`src/common/cfbu_pkg.sv`:
```
// constants, types and helpers of the coprocessor flag branch unit
// assumes one core clock domain; flag sources run on that same clock
// Summary of operation
// - target is slot address plus sign-extended offset shifted left two
// - fpu false forms are satisfied when the picked fpu flag is 0
// - fpu true forms are satisfied when the picked fpu flag is 1
// - coprocessor-two false branch is taken when the picked flag is 0
// - non-likely forms always run the slot, redirect only after it
// - likely forms squash the slot when the condition fails
// - condition and displacement in branch step, pc update in slot step
// - four fpu forms decode as one operation with sense and slot-kill bits
// - eight fpu flag bits; the flag pick field chooses one
// - short form encodes flag pick 0, so flag bit 0 is tested
// - raise coprocessor-unusable, reserved-instruction or fpu unimplemented-operation
package cfbu_pkg;

    // ********************************
    // widths and encodings
    // ********************************
    localparam int          REG_WIDTH_DEF = 32;
    localparam int          FLAG_COUNT    = 8;
    localparam int          PICK_W        = 3;
    localparam int          OFFSET_W      = 16;
    localparam int          SHIFT_W       = 2;
    localparam int          INSN_BYTES    = 4;
    localparam logic [5:0]  OP_COP1       = 6'h11;
    localparam logic [5:0]  OP_COP2       = 6'h12;
    localparam logic [4:0]  RS_BRANCH     = 5'h08;

    // ********************************
    // register map, byte addresses
    // ********************************
    localparam int          ADDR_W        = 5;
    localparam logic [4:0]  REG_CTRL      = 5'h00;
    localparam logic [4:0]  REG_STATUS    = 5'h04;
    localparam logic [4:0]  REG_MASK      = 5'h08;
    localparam logic [4:0]  REG_TARGET    = 5'h0C;
    localparam logic [4:0]  REG_FLAGS     = 5'h10;
    localparam logic [4:0]  REG_COUNT     = 5'h14;

    // ctrl fields
    localparam int          CTRL_COP1_EN  = 0;
    localparam int          CTRL_COP2_EN  = 1;
    localparam int          CTRL_FP_TRAP  = 2;
    localparam int          CTRL_W        = 3;
    localparam logic [2:0]  CTRL_RESET    = 3'h3;

    // status and mask fields
    localparam int          EV_TAKEN      = 0;
    localparam int          EV_SQUASH     = 1;
    localparam int          EV_EXC        = 2;
    localparam int          EV_W          = 3;
    localparam logic [2:0]  EV_RESET      = 3'h0;

    localparam int          COUNT_W       = 16;

    // ********************************
    // types
    // ********************************
    typedef enum logic [1:0] {
        CFBU_EXC_NONE      = 2'h0,
        CFBU_EXC_UNUSABLE  = 2'h1,
        CFBU_EXC_RESERVED  = 2'h2,
        CFBU_EXC_FP_UNIMPL = 2'h3
    } cfbu_exc_t;

    typedef enum logic [0:0] {
        CFBU_ST_IDLE = 1'h0,
        CFBU_ST_SLOT = 1'h1
    } cfbu_state_t;

    // picks one flag out of eight
    function automatic logic pick_flag(input logic [FLAG_COUNT-1:0] bits,
                                       input logic [PICK_W-1:0]     idx);
        pick_flag = bits[idx];
    endfunction

endpackage

```
`src/logic/cfbu_flag_file.sv`:
```
// forwarding view of the fpu flag bits
// assumes compare strobe, pick and value come from logic on mclk
`timescale 1ns/100ps
module cfbu_flag_file
    import cfbu_pkg::*;
(
    input  wire logic [cfbu_pkg::FLAG_COUNT-1:0] flag_bits,
    input  wire logic                            cmp_we,
    input  wire logic [cfbu_pkg::PICK_W-1:0]     cmp_pick,
    input  wire logic                            cmp_value,
    output logic      [cfbu_pkg::FLAG_COUNT-1:0] live_bits
);

    // ********************************
    // per-bit bypass
    // ********************************
    genvar g;
    generate
        for (g = 0; g < FLAG_COUNT; g++)
        begin : g_bit
            // a compare in this very cycle overrides the stored bit
            assign live_bits[g] = (cmp_we && (cmp_pick == PICK_W'(g))) ?
                                  cmp_value : flag_bits[g];
        end
    endgenerate

endmodule

```
`src/logic/cfbu_branch_decode.sv`:
```
// decode of the coprocessor flag branches and target arithmetic
// assumes instr_pc is the address of the branch itself
`timescale 1ns/100ps
module cfbu_branch_decode
    import cfbu_pkg::*;
#(
    parameter int REG_WIDTH = cfbu_pkg::REG_WIDTH_DEF
)
(
    input  wire logic [31:0]                 instr_word,
    input  wire logic [REG_WIDTH-1:0]        instr_pc,
    output logic                             is_fpu,
    output logic                             is_copro_two,
    output logic                             sense_bit,
    output logic                             slot_kill_bit,
    output logic [cfbu_pkg::PICK_W-1:0]      flag_pick,
    output logic [REG_WIDTH-1:0]             target
);

    logic [5:0]                       opcode;
    logic [4:0]                       sub_op;
    logic [OFFSET_W+SHIFT_W-1:0]      scaled;
    logic [REG_WIDTH-1:0]             disp;
    logic [REG_WIDTH-1:0]             slot_pc;

    assign opcode        = instr_word[31:26];
    assign sub_op        = instr_word[25:21];
    assign is_fpu        = (opcode == OP_COP1) && (sub_op == RS_BRANCH);
    assign is_copro_two  = (opcode == OP_COP2) && (sub_op == RS_BRANCH);
    // one operation, variant fixed by two bits
    assign sense_bit     = instr_word[16];
    assign slot_kill_bit = instr_word[17];
    // short assembler form leaves this field at zero
    assign flag_pick     = instr_word[20:18];

    assign scaled  = {instr_word[OFFSET_W-1:0], {SHIFT_W{1'b0}}};
    assign disp    = {{(REG_WIDTH-OFFSET_W-SHIFT_W){scaled[OFFSET_W+SHIFT_W-1]}},
                      scaled};
    assign slot_pc = instr_pc + REG_WIDTH'(INSN_BYTES);
    assign target  = slot_pc + disp;

endmodule

```
`src/logic/cfbu_branch_unit.sv`:
```
// flag branch unit top with its avalon-mm register slave
// assumes pipeline, fpu and coprocessor-two signals all run on mclk
`timescale 1ns/100ps
module cfbu_branch_unit
    import cfbu_pkg::*;
#(
    parameter int REG_WIDTH = cfbu_pkg::REG_WIDTH_DEF
)
(
    input  wire logic                            mclk,
    input  wire logic                            arst_n,
    input  wire logic [cfbu_pkg::ADDR_W-1:0]     avs_address,
    input  wire logic                            avs_read,
    input  wire logic                            avs_write,
    input  wire logic [31:0]                     avs_writedata,
    output logic      [31:0]                     avs_readdata,
    output logic                                 avs_waitrequest,
    input  wire logic                            instr_valid,
    input  wire logic [31:0]                     instr_word,
    input  wire logic [REG_WIDTH-1:0]            instr_pc,
    input  wire logic [cfbu_pkg::FLAG_COUNT-1:0] fpu_flag_bits,
    input  wire logic                            fpu_cmp_we,
    input  wire logic [cfbu_pkg::PICK_W-1:0]     fpu_cmp_pick,
    input  wire logic                            fpu_cmp_value,
    input  wire logic [cfbu_pkg::FLAG_COUNT-1:0] copro_two_flag,
    output logic                                 redirect_valid,
    output logic      [REG_WIDTH-1:0]            redirect_pc,
    output logic                                 squash_slot,
    output logic                                 exc_valid,
    output cfbu_pkg::cfbu_exc_t                  exc_code,
    output logic                                 irq
);

    // ********************************
    // decode and flag view
    // ********************************
    logic                      is_fpu;
    logic                      is_copro_two;
    logic                      sense_bit;
    logic                      slot_kill_bit;
    logic [PICK_W-1:0]         flag_pick;
    logic [REG_WIDTH-1:0]      target;
    logic [FLAG_COUNT-1:0]     fpu_flag_line;

    cfbu_branch_decode #(
        .REG_WIDTH     (REG_WIDTH)
    ) u_decode (
        .instr_word    (instr_word),
        .instr_pc      (instr_pc),
        .is_fpu        (is_fpu),
        .is_copro_two  (is_copro_two),
        .sense_bit     (sense_bit),
        .slot_kill_bit (slot_kill_bit),
        .flag_pick     (flag_pick),
        .target        (target)
    );

    cfbu_flag_file u_flags (
        .flag_bits     (fpu_flag_bits),
        .cmp_we        (fpu_cmp_we),
        .cmp_pick      (fpu_cmp_pick),
        .cmp_value     (fpu_cmp_value),
        .live_bits     (fpu_flag_line)
    );

    // ********************************
    // registers of the bus slave
    // ********************************
    logic [CTRL_W-1:0]         ctrl;
    logic [EV_W-1:0]           status;
    logic [EV_W-1:0]           mask;
    logic [REG_WIDTH-1:0]      last_target;
    logic [COUNT_W-1:0]        branch_count;
    logic [EV_W-1:0]           events;
    logic                      count_inc;

    logic [CTRL_W-1:0]         next_ctrl;
    logic [EV_W-1:0]           next_status;
    logic [EV_W-1:0]           next_mask;
    logic [31:0]               next_readdata;
    logic                      next_waitrequest;
    logic                      next_irq;
    logic [COUNT_W-1:0]        next_branch_count;
    logic                      bus_req;
    logic                      bus_accept;
    logic [31:0]               rd_mux;

    assign bus_req    = avs_read || avs_write;
    assign bus_accept = bus_req && !avs_waitrequest;

    always_comb
    begin
        rd_mux = 32'h0;
        unique case (avs_address)
            REG_CTRL:   rd_mux = 32'(ctrl);
            REG_STATUS: rd_mux = 32'(status);
            REG_MASK:   rd_mux = 32'(mask);
            REG_TARGET: rd_mux = 32'(last_target);
            REG_FLAGS:  rd_mux = {16'h0, copro_two_flag, fpu_flag_bits};
            REG_COUNT:  rd_mux = 32'(branch_count);
            default:    ;
        endcase
    end

    always_comb
    begin
        next_ctrl         = ctrl;
        next_mask         = mask;
        next_status       = status;
        next_readdata     = avs_readdata;
        next_branch_count = branch_count + COUNT_W'(count_inc);
        // one wait cycle per request, then release for one cycle
        next_waitrequest  = !(bus_req && avs_waitrequest);
        if (avs_read && avs_waitrequest)
        begin
            next_readdata = rd_mux;
        end
        if (bus_accept && avs_write)
        begin
            unique case (avs_address)
                REG_CTRL:  next_ctrl = avs_writedata[CTRL_W-1:0];
                REG_MASK:  next_mask = avs_writedata[EV_W-1:0];
                REG_COUNT: next_branch_count = COUNT_W'(count_inc);
                default:   ;
            endcase
        end
        // read clears, a new event in the same cycle survives
        if (bus_accept && avs_read && (avs_address == REG_STATUS))
        begin
            next_status = EV_RESET;
        end
        next_status = next_status | events;
        next_irq    = |(next_status & next_mask);
    end

    always_ff @(posedge mclk or negedge arst_n)
    begin
        if (!arst_n)
        begin
            ctrl            <= CTRL_RESET;
            status          <= EV_RESET;
            mask            <= EV_RESET;
            avs_readdata    <= 32'h0;
            avs_waitrequest <= 1'b1;
            irq             <= 1'b0;
            branch_count    <= '0;
        end
        else
        begin
            ctrl            <= next_ctrl;
            status          <= next_status;
            mask            <= next_mask;
            avs_readdata    <= next_readdata;
            avs_waitrequest <= next_waitrequest;
            irq             <= next_irq;
            branch_count    <= next_branch_count;
        end
    end

    // ********************************
    // branch resolution
    // ********************************
    cfbu_state_t               state;
    cfbu_state_t               next_state;
    logic                      next_redirect_valid;
    logic [REG_WIDTH-1:0]      next_redirect_pc;
    logic                      next_squash_slot;
    logic                      next_exc_valid;
    cfbu_exc_t                 next_exc_code;
    logic [REG_WIDTH-1:0]      next_last_target;
    logic                      flag_value;
    logic                      cond;
    cfbu_exc_t                 fault;

    always_comb
    begin
        flag_value = is_fpu ? pick_flag(fpu_flag_line, flag_pick)
                            : pick_flag(copro_two_flag, flag_pick);
        // sense 0 wants a clear flag, sense 1 a set flag
        cond = (flag_value == sense_bit);
        fault = CFBU_EXC_NONE;
        if (is_fpu && !ctrl[CTRL_COP1_EN])
        begin
            fault = CFBU_EXC_UNUSABLE;
        end
        else if (is_copro_two && !ctrl[CTRL_COP2_EN])
        begin
            fault = CFBU_EXC_UNUSABLE;
        end
        else if (is_copro_two && (sense_bit || slot_kill_bit))
        begin
            // only the coprocessor-two false form is served here
            fault = CFBU_EXC_RESERVED;
        end
        else if (is_fpu && ctrl[CTRL_FP_TRAP])
        begin
            fault = CFBU_EXC_FP_UNIMPL;
        end
    end

    always_comb
    begin
        next_state          = state;
        next_redirect_valid = redirect_valid;
        next_redirect_pc    = redirect_pc;
        next_squash_slot    = squash_slot;
        next_exc_valid      = 1'b0;
        next_exc_code       = exc_code;
        next_last_target    = last_target;
        events              = EV_RESET;
        count_inc           = 1'b0;
        unique case (state)
            CFBU_ST_IDLE:
            begin
                if (instr_valid && (is_fpu || is_copro_two))
                begin
                    if (fault != CFBU_EXC_NONE)
                    begin
                        next_exc_valid  = 1'b1;
                        next_exc_code   = fault;
                        events[EV_EXC]  = 1'b1;
                    end
                    else
                    begin
                        // resolved now, applied during the slot step
                        next_state          = CFBU_ST_SLOT;
                        next_redirect_valid = cond;
                        next_redirect_pc    = target;
                        next_squash_slot    = slot_kill_bit && !cond;
                        next_last_target    = target;
                        events[EV_TAKEN]    = cond;
                        events[EV_SQUASH]   = slot_kill_bit && !cond;
                        count_inc           = 1'b1;
                    end
                end
            end
            CFBU_ST_SLOT:
            begin
                // slot is never decoded as a branch
                if (instr_valid)
                begin
                    next_state          = CFBU_ST_IDLE;
                    next_redirect_valid = 1'b0;
                    next_squash_slot    = 1'b0;
                end
            end
        endcase
    end

    always_ff @(posedge mclk or negedge arst_n)
    begin
        if (!arst_n)
        begin
            state          <= CFBU_ST_IDLE;
            redirect_valid <= 1'b0;
            redirect_pc    <= '0;
            squash_slot    <= 1'b0;
            exc_valid      <= 1'b0;
            exc_code       <= CFBU_EXC_NONE;
            last_target    <= '0;
        end
        else
        begin
            state          <= next_state;
            redirect_valid <= next_redirect_valid;
            redirect_pc    <= next_redirect_pc;
            squash_slot    <= next_squash_slot;
            exc_valid      <= next_exc_valid;
            exc_code       <= next_exc_code;
            last_target    <= next_last_target;
        end
    end

endmodule

```
`config.mk`:
```
export PLATFORM = sky130hd
export DESIGN_NAME = cfbu_branch_unit
export DESIGN_NICKNAME = d
export VERILOG_FILES = /design/src/common/cfbu_pkg.sv /design/src/logic/cfbu_flag_file.sv /design/src/logic/cfbu_branch_decode.sv /design/src/logic/cfbu_branch_unit.sv
export SDC_FILE = /design/constraint.sdc
export NUM_CORES = 1
export LEC_CHECK = 0
export ABC_AREA = 1
export BUFFER_PORTS_ARGS = -buffer_cell sky130_fd_sc_hd__buf_2
export CORE_MARGIN = 5
export CORE_UTILIZATION = 35
export DETAILED_ROUTE_END_ITERATION = 10
export PLACE_DENSITY_LB_ADDON = 0.2
export SLEW_MARGIN = 25
export SYNTH_ARGS = -nofsm -noshare
export SYNTH_HDL_FRONTEND = slang
export SYNTH_SLANG_ARGS = --single-unit
```
`constraint.sdc`:
```
create_clock -name mclk -period 3.9 [get_ports mclk]
set_clock_uncertainty 0.1 [all_clocks]
set_input_delay 0.78 -clock mclk [delete_from_list [all_inputs] [get_ports mclk]]
set_output_delay 0.78 -clock mclk [all_outputs]
set_load 0.1 [all_outputs]
```
# ---- Word-level counts from Yosys, hierarchy flattened
# Cells that the tools add are included.
dict set report totals {
  inputBits 127
  out_inout_bits 71
  reg_bits 97
}
dict set report op_classes {
  addsub 3
  order_cmp 1
  n_bitwise 4
  mux 41
  eq_ne 19
  n_reduce_logical 38
}
# operator n
set ops {}
lappend ops {{one-hot mux 32 bit (6 select lines)} 1}
lappend ops {{adder 32 x 3 -> 32 bit (second input constant)} 1}
lappend ops {{adder 32 bit} 1}
lappend ops {{two-way mux 16 bit} 2}
lappend ops {{two-way mux 1 bit} 23}
lappend ops {{logical AND 1 bit} 22}
lappend ops {{adder 16 x 1 -> 16 bit} 1}
lappend ops {{== test 5 x 4 -> 1 bit (second input constant)} 3}
lappend ops {{two-way mux 3 bit} 5}
lappend ops {{== test 3 bit (second input constant)} 4}
lappend ops {{== test 6 x 5 -> 1 bit (second input constant)} 2}
lappend ops {{== test 5 bit (second input constant)} 2}
lappend ops {{two-way mux 2 bit} 5}
lappend ops {{AND reduction 3 bit} 3}
lappend ops {{binary-select mux 1 bit (select 3 bit)} 2}
lappend ops {{== test 3 x 2 -> 1 bit (second input constant)} 2}
lappend ops {{inequality test 2 bit (second input constant)} 3}
lappend ops {{one-hot mux 1 bit (2 select lines)} 3}
lappend ops {{== test 5 x 3 -> 1 bit (second input constant)} 1}
lappend ops {{zero test 1 bit} 5}
lappend ops {{zero test 5 bit} 1}
lappend ops {{< comparator 3 x 4 -> 1 bit (second input constant)} 1}
lappend ops {{AND 3 bit} 1}
lappend ops {{== test 3 x 1 -> 1 bit (second input constant)} 1}
lappend ops {{8 further kinds} 11}

# ---- Logic depth before layout (Yosys ltp)
# Gate-level depths: netlist of run 1.
dict set report depth {
  word_depth 15
  depth_mapped 23
  ltp_nobuf 22
}

# ---- Hierarchy
# Synthesis of run 1 repeated with hierarchy kept, for this count alone.
dict set report unflattened {
  cells_unflattened 1083
  area_unflattened_um2 7353.3
}
# module cells_each seq_area_each_um2 area_per_inst_um2 instances
set by_module_without_submodules {}
lappend by_module_without_submodules {cfbu_branch_unit 549 2431.1 4514.3 1}
lappend by_module_without_submodules {cfbu_branch_decode 491 0.0 2650.0 1}
lappend by_module_without_submodules {cfbu_flag_file 43 0.0 188.9 1}

# ---- Least setup slack after synthesis of run 1
# OpenSTA, ideal clock, no wires.
dict set report synth_path {
  kind {input port to flip-flop}
  startpoint {input port instr_word[22]}
  endpoint {register branch_count[14]}
  setup_time_ps 119
  stages 21
  path_slack_ps 325
  arrival_time_ps 3356
  path_cell_list {or2_1 > nor2_2 > nand2_2 > nor2_4 > nor2_2 > nor3_4 > nand2_4 > inv_2 > buf_6 > ha_1 > ha_1 > nand3_1 > nor3_1 > inv_1 > nor3_1 > inv_1 > nor2_1 > nand3_1 > nor3_1 > a21oi_1 > o21a_1}
}
dict set report synth_between {
  elab_chain_len 14
  word_cells_on_any_way 20
  cone_classes {1 x add/sub; 1 x eq/ne; 9 x mux; 9 x reduce/logical}
}
# element line
set synth_rtl {}
lappend synth_rtl {{start, declared} cfbu_branch_unit.sv:19} ;# input wire logic [31:0] instr_word,
lappend synth_rtl {{== test 5 x 4 -> 1 bit (*)} {cfbu_branch_decode.sv:28, cfbu_branch_decode.sv:29}}
lappend synth_rtl {{logical AND 1 bit} cfbu_branch_decode.sv:28} ;# assign is_fpu = (opcode == OP_COP1) && (sub_op == RS_BRANCH);
lappend synth_rtl {{logical AND 1 bit} cfbu_branch_unit.sv:195} ;# else if (is_fpu && ctrl[CTRL_FP_TRAP])
lappend synth_rtl {{two-way mux 2 bit} cfbu_branch_unit.sv:195}
lappend synth_rtl {{two-way mux 2 bit} cfbu_branch_unit.sv:190} ;# else if (is_copro_two && (sense_bit || slot_kill_bit))
lappend synth_rtl {{two-way mux 2 bit} cfbu_branch_unit.sv:186} ;# else if (is_copro_two && !ctrl[CTRL_COP2_EN])
lappend synth_rtl {{two-way mux 2 bit} cfbu_branch_unit.sv:182} ;# if (is_fpu && !ctrl[CTRL_COP1_EN])
lappend synth_rtl {{nonzero test 2 bit} cfbu_branch_unit.sv:217} ;# if (fault != CFBU_EXC_NONE)
lappend synth_rtl {{two-way mux 1 bit} cfbu_branch_unit.sv:217}
lappend synth_rtl {{two-way mux 1 bit (*)} cfbu_branch_unit.sv:215} ;# if (instr_valid && (is_fpu || is_copro_two))
lappend synth_rtl {{two-way mux 1 bit (*)} cfbu_branch_unit.sv:212} ;# unique case (state)
lappend synth_rtl {{adder 16 x 1 -> 16 bit (*)} cfbu_branch_unit.sv:111} ;# next_branch_count = branch_count + COUNT_W'(count_inc);
lappend synth_rtl {{two-way mux 16 bit} cfbu_branch_unit.sv:120} ;# unique case (avs_address)
lappend synth_rtl {{two-way mux 16 bit (*)} cfbu_branch_unit.sv:118} ;# if (bus_accept && avs_write)
lappend synth_rtl {{net next_branch_count[14]} cfbu_branch_unit.sv:83} ;# logic [COUNT_W-1:0] next_branch_count;
lappend synth_rtl {{end signal, assigned} cfbu_branch_unit.sv:156} ;# branch_count <= next_branch_count;
lappend synth_rtl {{end, declared} cfbu_branch_unit.sv:73} ;# logic [COUNT_W-1:0] branch_count;
# Mark *: on every way through the listed nets, which the timed path passes. The rest lies on a longest branch.
# A chain may end at the register's enable or synchronous reset.

# ---- Final worst setup path of run 1
# Ends and elaborated chain as after synthesis.

==> out/results.ini, run 1 <==
[route]
sum_of_routed_wire_length_over_all_layers_um = 20500
detailroute.via_count = 6494
drt-vias-per-instance = 5.03
firstDrtPassIters = 5
detail_route.wl_per_cell_um = 15.8
drc = 0
first_iter_violations = 366
drt.antenna.violating_nets = 0

[global_routing]
global_route.overflow_total = 0
grt_max_degree = 51
antenna_found_initial = 0
global_route_wire_length_before_repair_um = 32400
gr-usage-all-layers_pct = 18.6
first_global_vias = 6266

[cts]
cts.clk_slew.worst_paths_ns = 0.07
clock_latency_ns = 0.35
post-cts-setup-buffer-count = 0
ctsLongestPathBuffers = 2
tritoncts.num_buffers = 9
post_cts_hold_buffer_count = 0
cts_sinks = 97
ctsResizeCount = 0
root_buffer = clkbuf_16
clock_tree_from_tritoncts = yes
cts_max_level = 3

[timing]
min_clock_period_post_route_ns = 3.40
finalMaxSlewViolations = 0
max-slew-margin-rel_pct = 53.0
rsz0062_at_grt = false
achievable-frequency_ghz = 0.294
timing.final.setup_violations = 0
fin_tns_setup_ns = 0
min_period_over_period_pct = 87.2
transition_time_of_the_tightest_slew_check_pin_ns = 0.704
setup_slack_ns = 0.498
report.final.hold_viol_count = 0

[final_layout]
regArea_mm2 = 0.00243
multiInputGateArea_mm2 = 0.00377
nNetsFinal = 1240
area.growth.synth_to_final_pct = 22.6
post_route_cells_drive_above_1_share_pct = 20.6
fillerInstances = 1977
antennaDiodeCount = 0

[setup_path]
worst_r2r_endpoint = branch_count[14]
timing.critical_path.cells = buf_2 -> or2_1 -> nor2_2 -> nand2_2 -> nor2_4 -> nor2_2 -> nor3_4 -> nand2_4 -> inv_2 -> ha_1 -> ha_1 -> nand3_1 -> nor3_1 -> inv_1 -> nor3_1 -> inv_1 -> nor2_1 -> nand3_1 -> nor3_1 -> a21oi_1 -> o21a_1
crit_required_ns = 4.03
crit_path_start_kind = primary input
cp.depth = 21
r2r-start = ctrl[0]
cpMaxStageDelayCell = or2_1
critPathKind = in -> reg
worst_path_top_cell_family_by_delay = simple AND/OR/NAND/NOR gates
r2r_setup_slack_ns = 0.90
timing.reg2reg.worst_path_depth = 18
critPathArrivalTime_ns = 3.53
cp.buffers_inverters = 4
start_point_of_the_critical_path = instr_word[22]
worst_path_largest_cell_delay_ns = 0.22
path_common_cell = nor3_1
crit_fanout = 6
endpoint_kind = flip-flop
worstSetupEndpoint = branch_count[14]

[pwr]
power_density_mw_per_mm2 = 359
power.ir.vdd_worst_mv = 0.164
power.leakage_nw = 4.32
total_power_mw = 2.92

[logic_synthesis]
number_of_synthesized_flops_with_an_enable_pin = 0
synth_top_area_share_pct = 35.4
synth.top_cells.by_count = nand2_1 (224), dfrtp_1 (94), inv_1 (91)
synthDominantAreaCellType = dfrtp_1
synth.most_common_cell = nand2_1
avgSynthCellArea_um2 = 7.53
syn-instance-count = 882
ys_ff_latch = 97
top_reg_cell_synth = dfrtp_1
synth_fp_nets = 1069
synth_async_reset_ratio_pct = 100
synth_warnings = 0
synth_cell_type_count = 44
synth.cell_area_mm2 = 0.00665
synth_seq_area_share_pct = 36.6
post_synth_main_area_contributors = dfrtp_1 (35%), nand2_1 (13%), ha_1 (11%)

[floorplan]
die_area_mm2 = 0.0218
floorplan.die.height_um = 148
die_width_um = 148
core-area_mm2 = 0.0187
effective_utilization_at_floorplan_pct = 35.5
num_io_pins = 198
placementRows = 50

[placement]
dp.final_hpwl_um = 16400
globalplace.congestion = 0.889
placement.setup.worst_slack_ns = 0.171
io_buffer_count = 168

[status]
status = completed

[run]
max_cap_viols = 0

[min_path]
min-delay-path-class = in -> async

## cell usage in the layout, fill, tap and decap left out, types with 8 or more instances in the layout
master,n
inv_1,91
nor3_1,10
nand4_1,8
xor2_1,16
dfrtp_1,94
buf_2,167
buf_4,11
ha_1,59
clkbuf_16,9
xnor2_1,10
nand3_1,69
o21ai_0,77
nand2_1,224
a221oi_1,11
nor2_1,76
a21oi_1,54
## cell families (layout without fill, tap and decap cells)
logic type               Yosys count  in the layout  share of synthesized area, %
AND/OR/NAND/NOR                  409            409                          26.3
AO/OA/AOI/OAI                    175            175                          15.2
buffers and inverters            112            288                          6.65
flip-flops                        97             97                          36.6
adder cells (fa/ha/maj)           60             60                          11.4
XOR/XNOR                          26             26                          3.43
multiplexers                       3              3                         0.452
## metal layers
metal	up-vias	routed length [um]	share of wire, %	global-route usage (%)
met2	196	9370	46	30.2
li1	3302	-	-	-
met1	2977	9430	46	25.7
met4	0	299	1.5	5.17
met3	19	1360	6.6	2.85
met5	-	0	0	0
## how the worst min path moves through the flow
stage | end | slack (ns) | depth (start not counted)
2_1_floorplan | status[0] | 0.37 | 2
3_3_place_gp | avs_readdata[24] | 0.36 | 2
3_5_place_dp | avs_readdata[18] | 0.37 | 2
4_1_cts | avs_readdata[9] | 0.37 | 1
5_1_grt | avs_readdata[11] | 0.40 | 1
6_report | avs_readdata[11] | 0.35 | 1
## sequential cells by signal, summed over array words and instances, names as in the netlist
name / count
avs_waitrequest: 1
irq: 1
branch_count: 16
exc_valid: 1
ctrl: 3
status: 3
squash_slot: 1
last_target: 32
exc_code: 2
avs_readdata: 32
mask: 3
redirect_valid: 1
state: 1
## metrics by stage
step	hold WS, ns	instance area (um2)	cells	util [%]
2_1_floorplan	0.369	6650	882	-
3_3_place_gp	0.361	7780	1276	41.6
3_5_place_dp	0.368	7780	1276	41.6
4_1_cts	0.368	8140	1292	43.5
5_1_grt	0.398	8140	1292	43.5
6_report	0.349	8140	1292	43.5
## layout make-up
class / count / share of cell area, %
Inverter: 93 / 4.29
Clock buffer: 11 / 2.86
Sequential cell: 97 / 29.9
Multi-Input combinational cell: 673 / 46.3
Clock inverter: 5 / 1.57
Timing Repair Buffer: 179 / 11.5
Tap cell: 234 / 3.60
## report_power, final
group          leakage, nW  internal [mW]  switching [mW]
sequential            1.28           1.05          0.0332
clock                0.170          0.692           0.377
combinational         2.87          0.232           0.539
(Power assumes the default switching activity.)
==> inputs of run 2 (changes only) <==
==> constraint.sdc (replaced) <==
create_clock -name mclk -period 4.3 [get_ports mclk]
set_clock_uncertainty 0.1 [all_clocks]
set_input_delay 0.86 -clock mclk [delete_from_list [all_inputs] [get_ports mclk]]
set_output_delay 0.86 -clock mclk [all_outputs]
set_load 0.1 [all_outputs]
==> out/results.ini, run 2 (same netlist as run 1, synthesis figures left out) <==
[setup_path]
endpoint_kind = flip-flop  ; unchanged
crit_required_ns = 4.43  ; was 4.03 ns
critPathKind = in -> reg  ; unchanged
crit_fanout = 6  ; unchanged
crit_path_start_kind = primary input  ; unchanged
critPathArrivalTime_ns = 3.66  ; was 3.53 ns

[status]
status = completed  ; unchanged

[global_routing]
antenna_found_initial = 0  ; unchanged
global_route_wire_length_before_repair_um = 32300  ; was 32400 um
first_global_vias = 6399  ; was 6266
grt_max_degree = 80  ; was 51
global_route.overflow_total = 0  ; unchanged
gr-usage-all-layers_pct = 18.3  ; was 18.6%

[cts]
cts_sinks = 97  ; unchanged
cts_max_level = 3  ; unchanged
clock_latency_ns = 0.34  ; was 0.35 ns
post-cts-setup-buffer-count = 0  ; unchanged
root_buffer = clkbuf_16  ; unchanged
post_cts_hold_buffer_count = 0  ; unchanged
cts.clk_slew.worst_paths_ns = 0.07  ; about the same
tritoncts.num_buffers = 9  ; unchanged
ctsLongestPathBuffers = 2  ; unchanged
ctsResizeCount = 0  ; unchanged
clock_tree_from_tritoncts = yes  ; unchanged

[floorplan]
effective_utilization_at_floorplan_pct = 35.5  ; unchanged
floorplan.die.height_um = 148  ; unchanged
core-area_mm2 = 0.0187  ; unchanged
die_width_um = 148  ; unchanged
placementRows = 50  ; unchanged
die_area_mm2 = 0.0218  ; unchanged
num_io_pins = 198  ; unchanged

[final_layout]
area.growth.synth_to_final_pct = 21.4  ; was 22.6%
fillerInstances = 1975  ; was 1977
multiInputGateArea_mm2 = 0.00377  ; unchanged
layout.cells.most_common_list = nand2_1 (224), buf_2 (167), dfrtp_1 (94)  ; unchanged
layout.cells.most_common = nand2_1  ; unchanged
regArea_mm2 = 0.00243  ; unchanged
antennaDiodeCount = 0  ; unchanged
post_route_cells_drive_above_1_share_pct = 20.5  ; was 20.6%
final_core_density_pct = 43.1  ; was 43.5%
nNetsFinal = 1237  ; was 1240
largest_registers = avs_readdata x32, last_target x32, branch_count x16  ; unchanged

[timing]
achievable-frequency_ghz = 0.284
fin_tns_setup_ns = 0  ; unchanged
rsz0062_at_grt = false  ; unchanged
final.hold.worst_slack_ns = 0.378  ; was 0.349 ns
finalMaxSlewViolations = 0  ; unchanged
transition_time_of_the_tightest_slew_check_pin_ns = 0.737  ; was 0.704 ns
max-slew-margin-rel_pct = 50.8  ; was 53.0%
timing.final.setup_violations = 0  ; unchanged
min_period_over_period_pct = 82.0
report.final.hold_viol_count = 0  ; unchanged
min_clock_period_post_route_ns = 3.53

[pwr]
swShare_pct = 34.4  ; was 32.5%
power.ir.vdd_worst_mv = 0.203  ; was 0.164 mV
total_power_mw = 2.55  ; was 2.92 mW
power.sequential.fraction_pct = 38.5  ; was 37.0%
power_density_mw_per_mm2 = 316  ; was 359 mW/mm2
combinationalPowerShare_pct = 27.4  ; was 26.4%
total_switching_power_mw = 0.876  ; was 0.949 mW
power.leakage_nw = 4.28  ; was 4.32 nW
cell_internal_power_mw = 1.67  ; was 1.97 mW
clock_power_share_pct = 34.1  ; was 36.6%

[route]
drt-vias-per-instance = 5.02  ; was 5.03
sum_of_routed_wire_length_over_all_layers_um = 20300  ; was 20500 um
firstDrtPassIters = 5  ; unchanged
drc = 0  ; unchanged
drt.antenna.violating_nets = 0  ; unchanged
detail_route.wl_per_cell_um = 15.8  ; about the same
detailroute.via_count = 6460  ; was 6494
first_iter_violations = 329  ; was 366

[min_path]
min-delay-path-class = reg -> reg  ; was in -> async

[placement]
dp.final_hpwl_um = 16200  ; was 16400 um
globalplace.congestion = 0.913  ; was 0.889
io_buffer_count = 168  ; unchanged

[run]
max_cap_viols = 0  ; unchanged

[run 2: changes by cell type in the layout (fill, tap and decap cells not counted), sizes merged]
cell	previous run	this run
bufinv	4	2
clkinv	0	1
buf	179	176
clkbuf	11	9
clkinvlp	1	2
inv	93	94
[run 2: final timing paths]
kind	start	end	slack [ns]	cells past startpoint
worst max-delay path	instr_word[22]	branch_count[14]	0.77	21
worst min-delay path	avs_readdata[18]	avs_readdata[18]	0.38	2
worst max register to register	ctrl[0]	branch_count[14]	1.32	18
worst min register to register	avs_readdata[18]	avs_readdata[18]	0.38	2
max in group asynchronous	arst_n	avs_waitrequest	2.81	2
min in group asynchronous	arst_n	last_target[11]	0.44	1
[run 2: layer usage]
metal | wire, um | vias to the layer above | part of all wire [%] | global-route usage (%)
met1 | 9470 | 2966 | 47 | 24.8
met4 | 300 | 0 | 1.5 | 4.43
li1 | - | 3293 | - | -
met5 | 0 | - | 0 | 0
met3 | 1250 | 17 | 6.1 | 3.19
met2 | 9270 | 184 | 46 | 30.7
[run 2: critical path: stages]
cell     delay (ns)
buf_2          0.09
or2_1          0.22
nor2_2         0.09
nand2_2        0.09
nor2_4         0.19
nor2_2         0.08
nor3_4         0.23
nand2_4        0.08
inv_2          0.07
ha_1           0.16
ha_1           0.18
nand3_1        0.12
nor3_1         0.15
inv_1          0.08
nor3_1         0.13
inv_1          0.09
nor2_1         0.16
nand3_1        0.14
nor3_1         0.22
a21oi_1        0.10
o21a_1         0.11
[run 2: area by class of cell]
class	count	area share (%)
sequential	97	30.1
tap	234	3.63
inverter	93	4.33
timing repair buffer	176	11.2
clock inverter	6	1.15
clock buffer	9	2.79
multi-input combinational	673	46.7
[run 2: metrics by stage]
step           worst slack, ns  std cells  area, um2
2_1_floorplan            0.645        882       6650
3_3_place_gp             0.423       1273       7750
3_5_place_dp             0.418       1273       7750
4_1_cts                  0.782       1288       8070
5_1_grt                  0.510       1288       8070
6_report                 0.773       1288       8070
[run 2: power groups by stage]
stage | Clock, mW | Sequential [mW] | Combinational, mW
detailed placement | 0 | 0.996 | 0.697
finish | 0.870 | 0.979 | 0.698
global placement | 0 | 0.996 | 0.696
floorplan | 0 | 1.13 | 0.352
global route | 0.923 | 0.983 | 0.776
CTS | 0.887 | 0.979 | 0.700
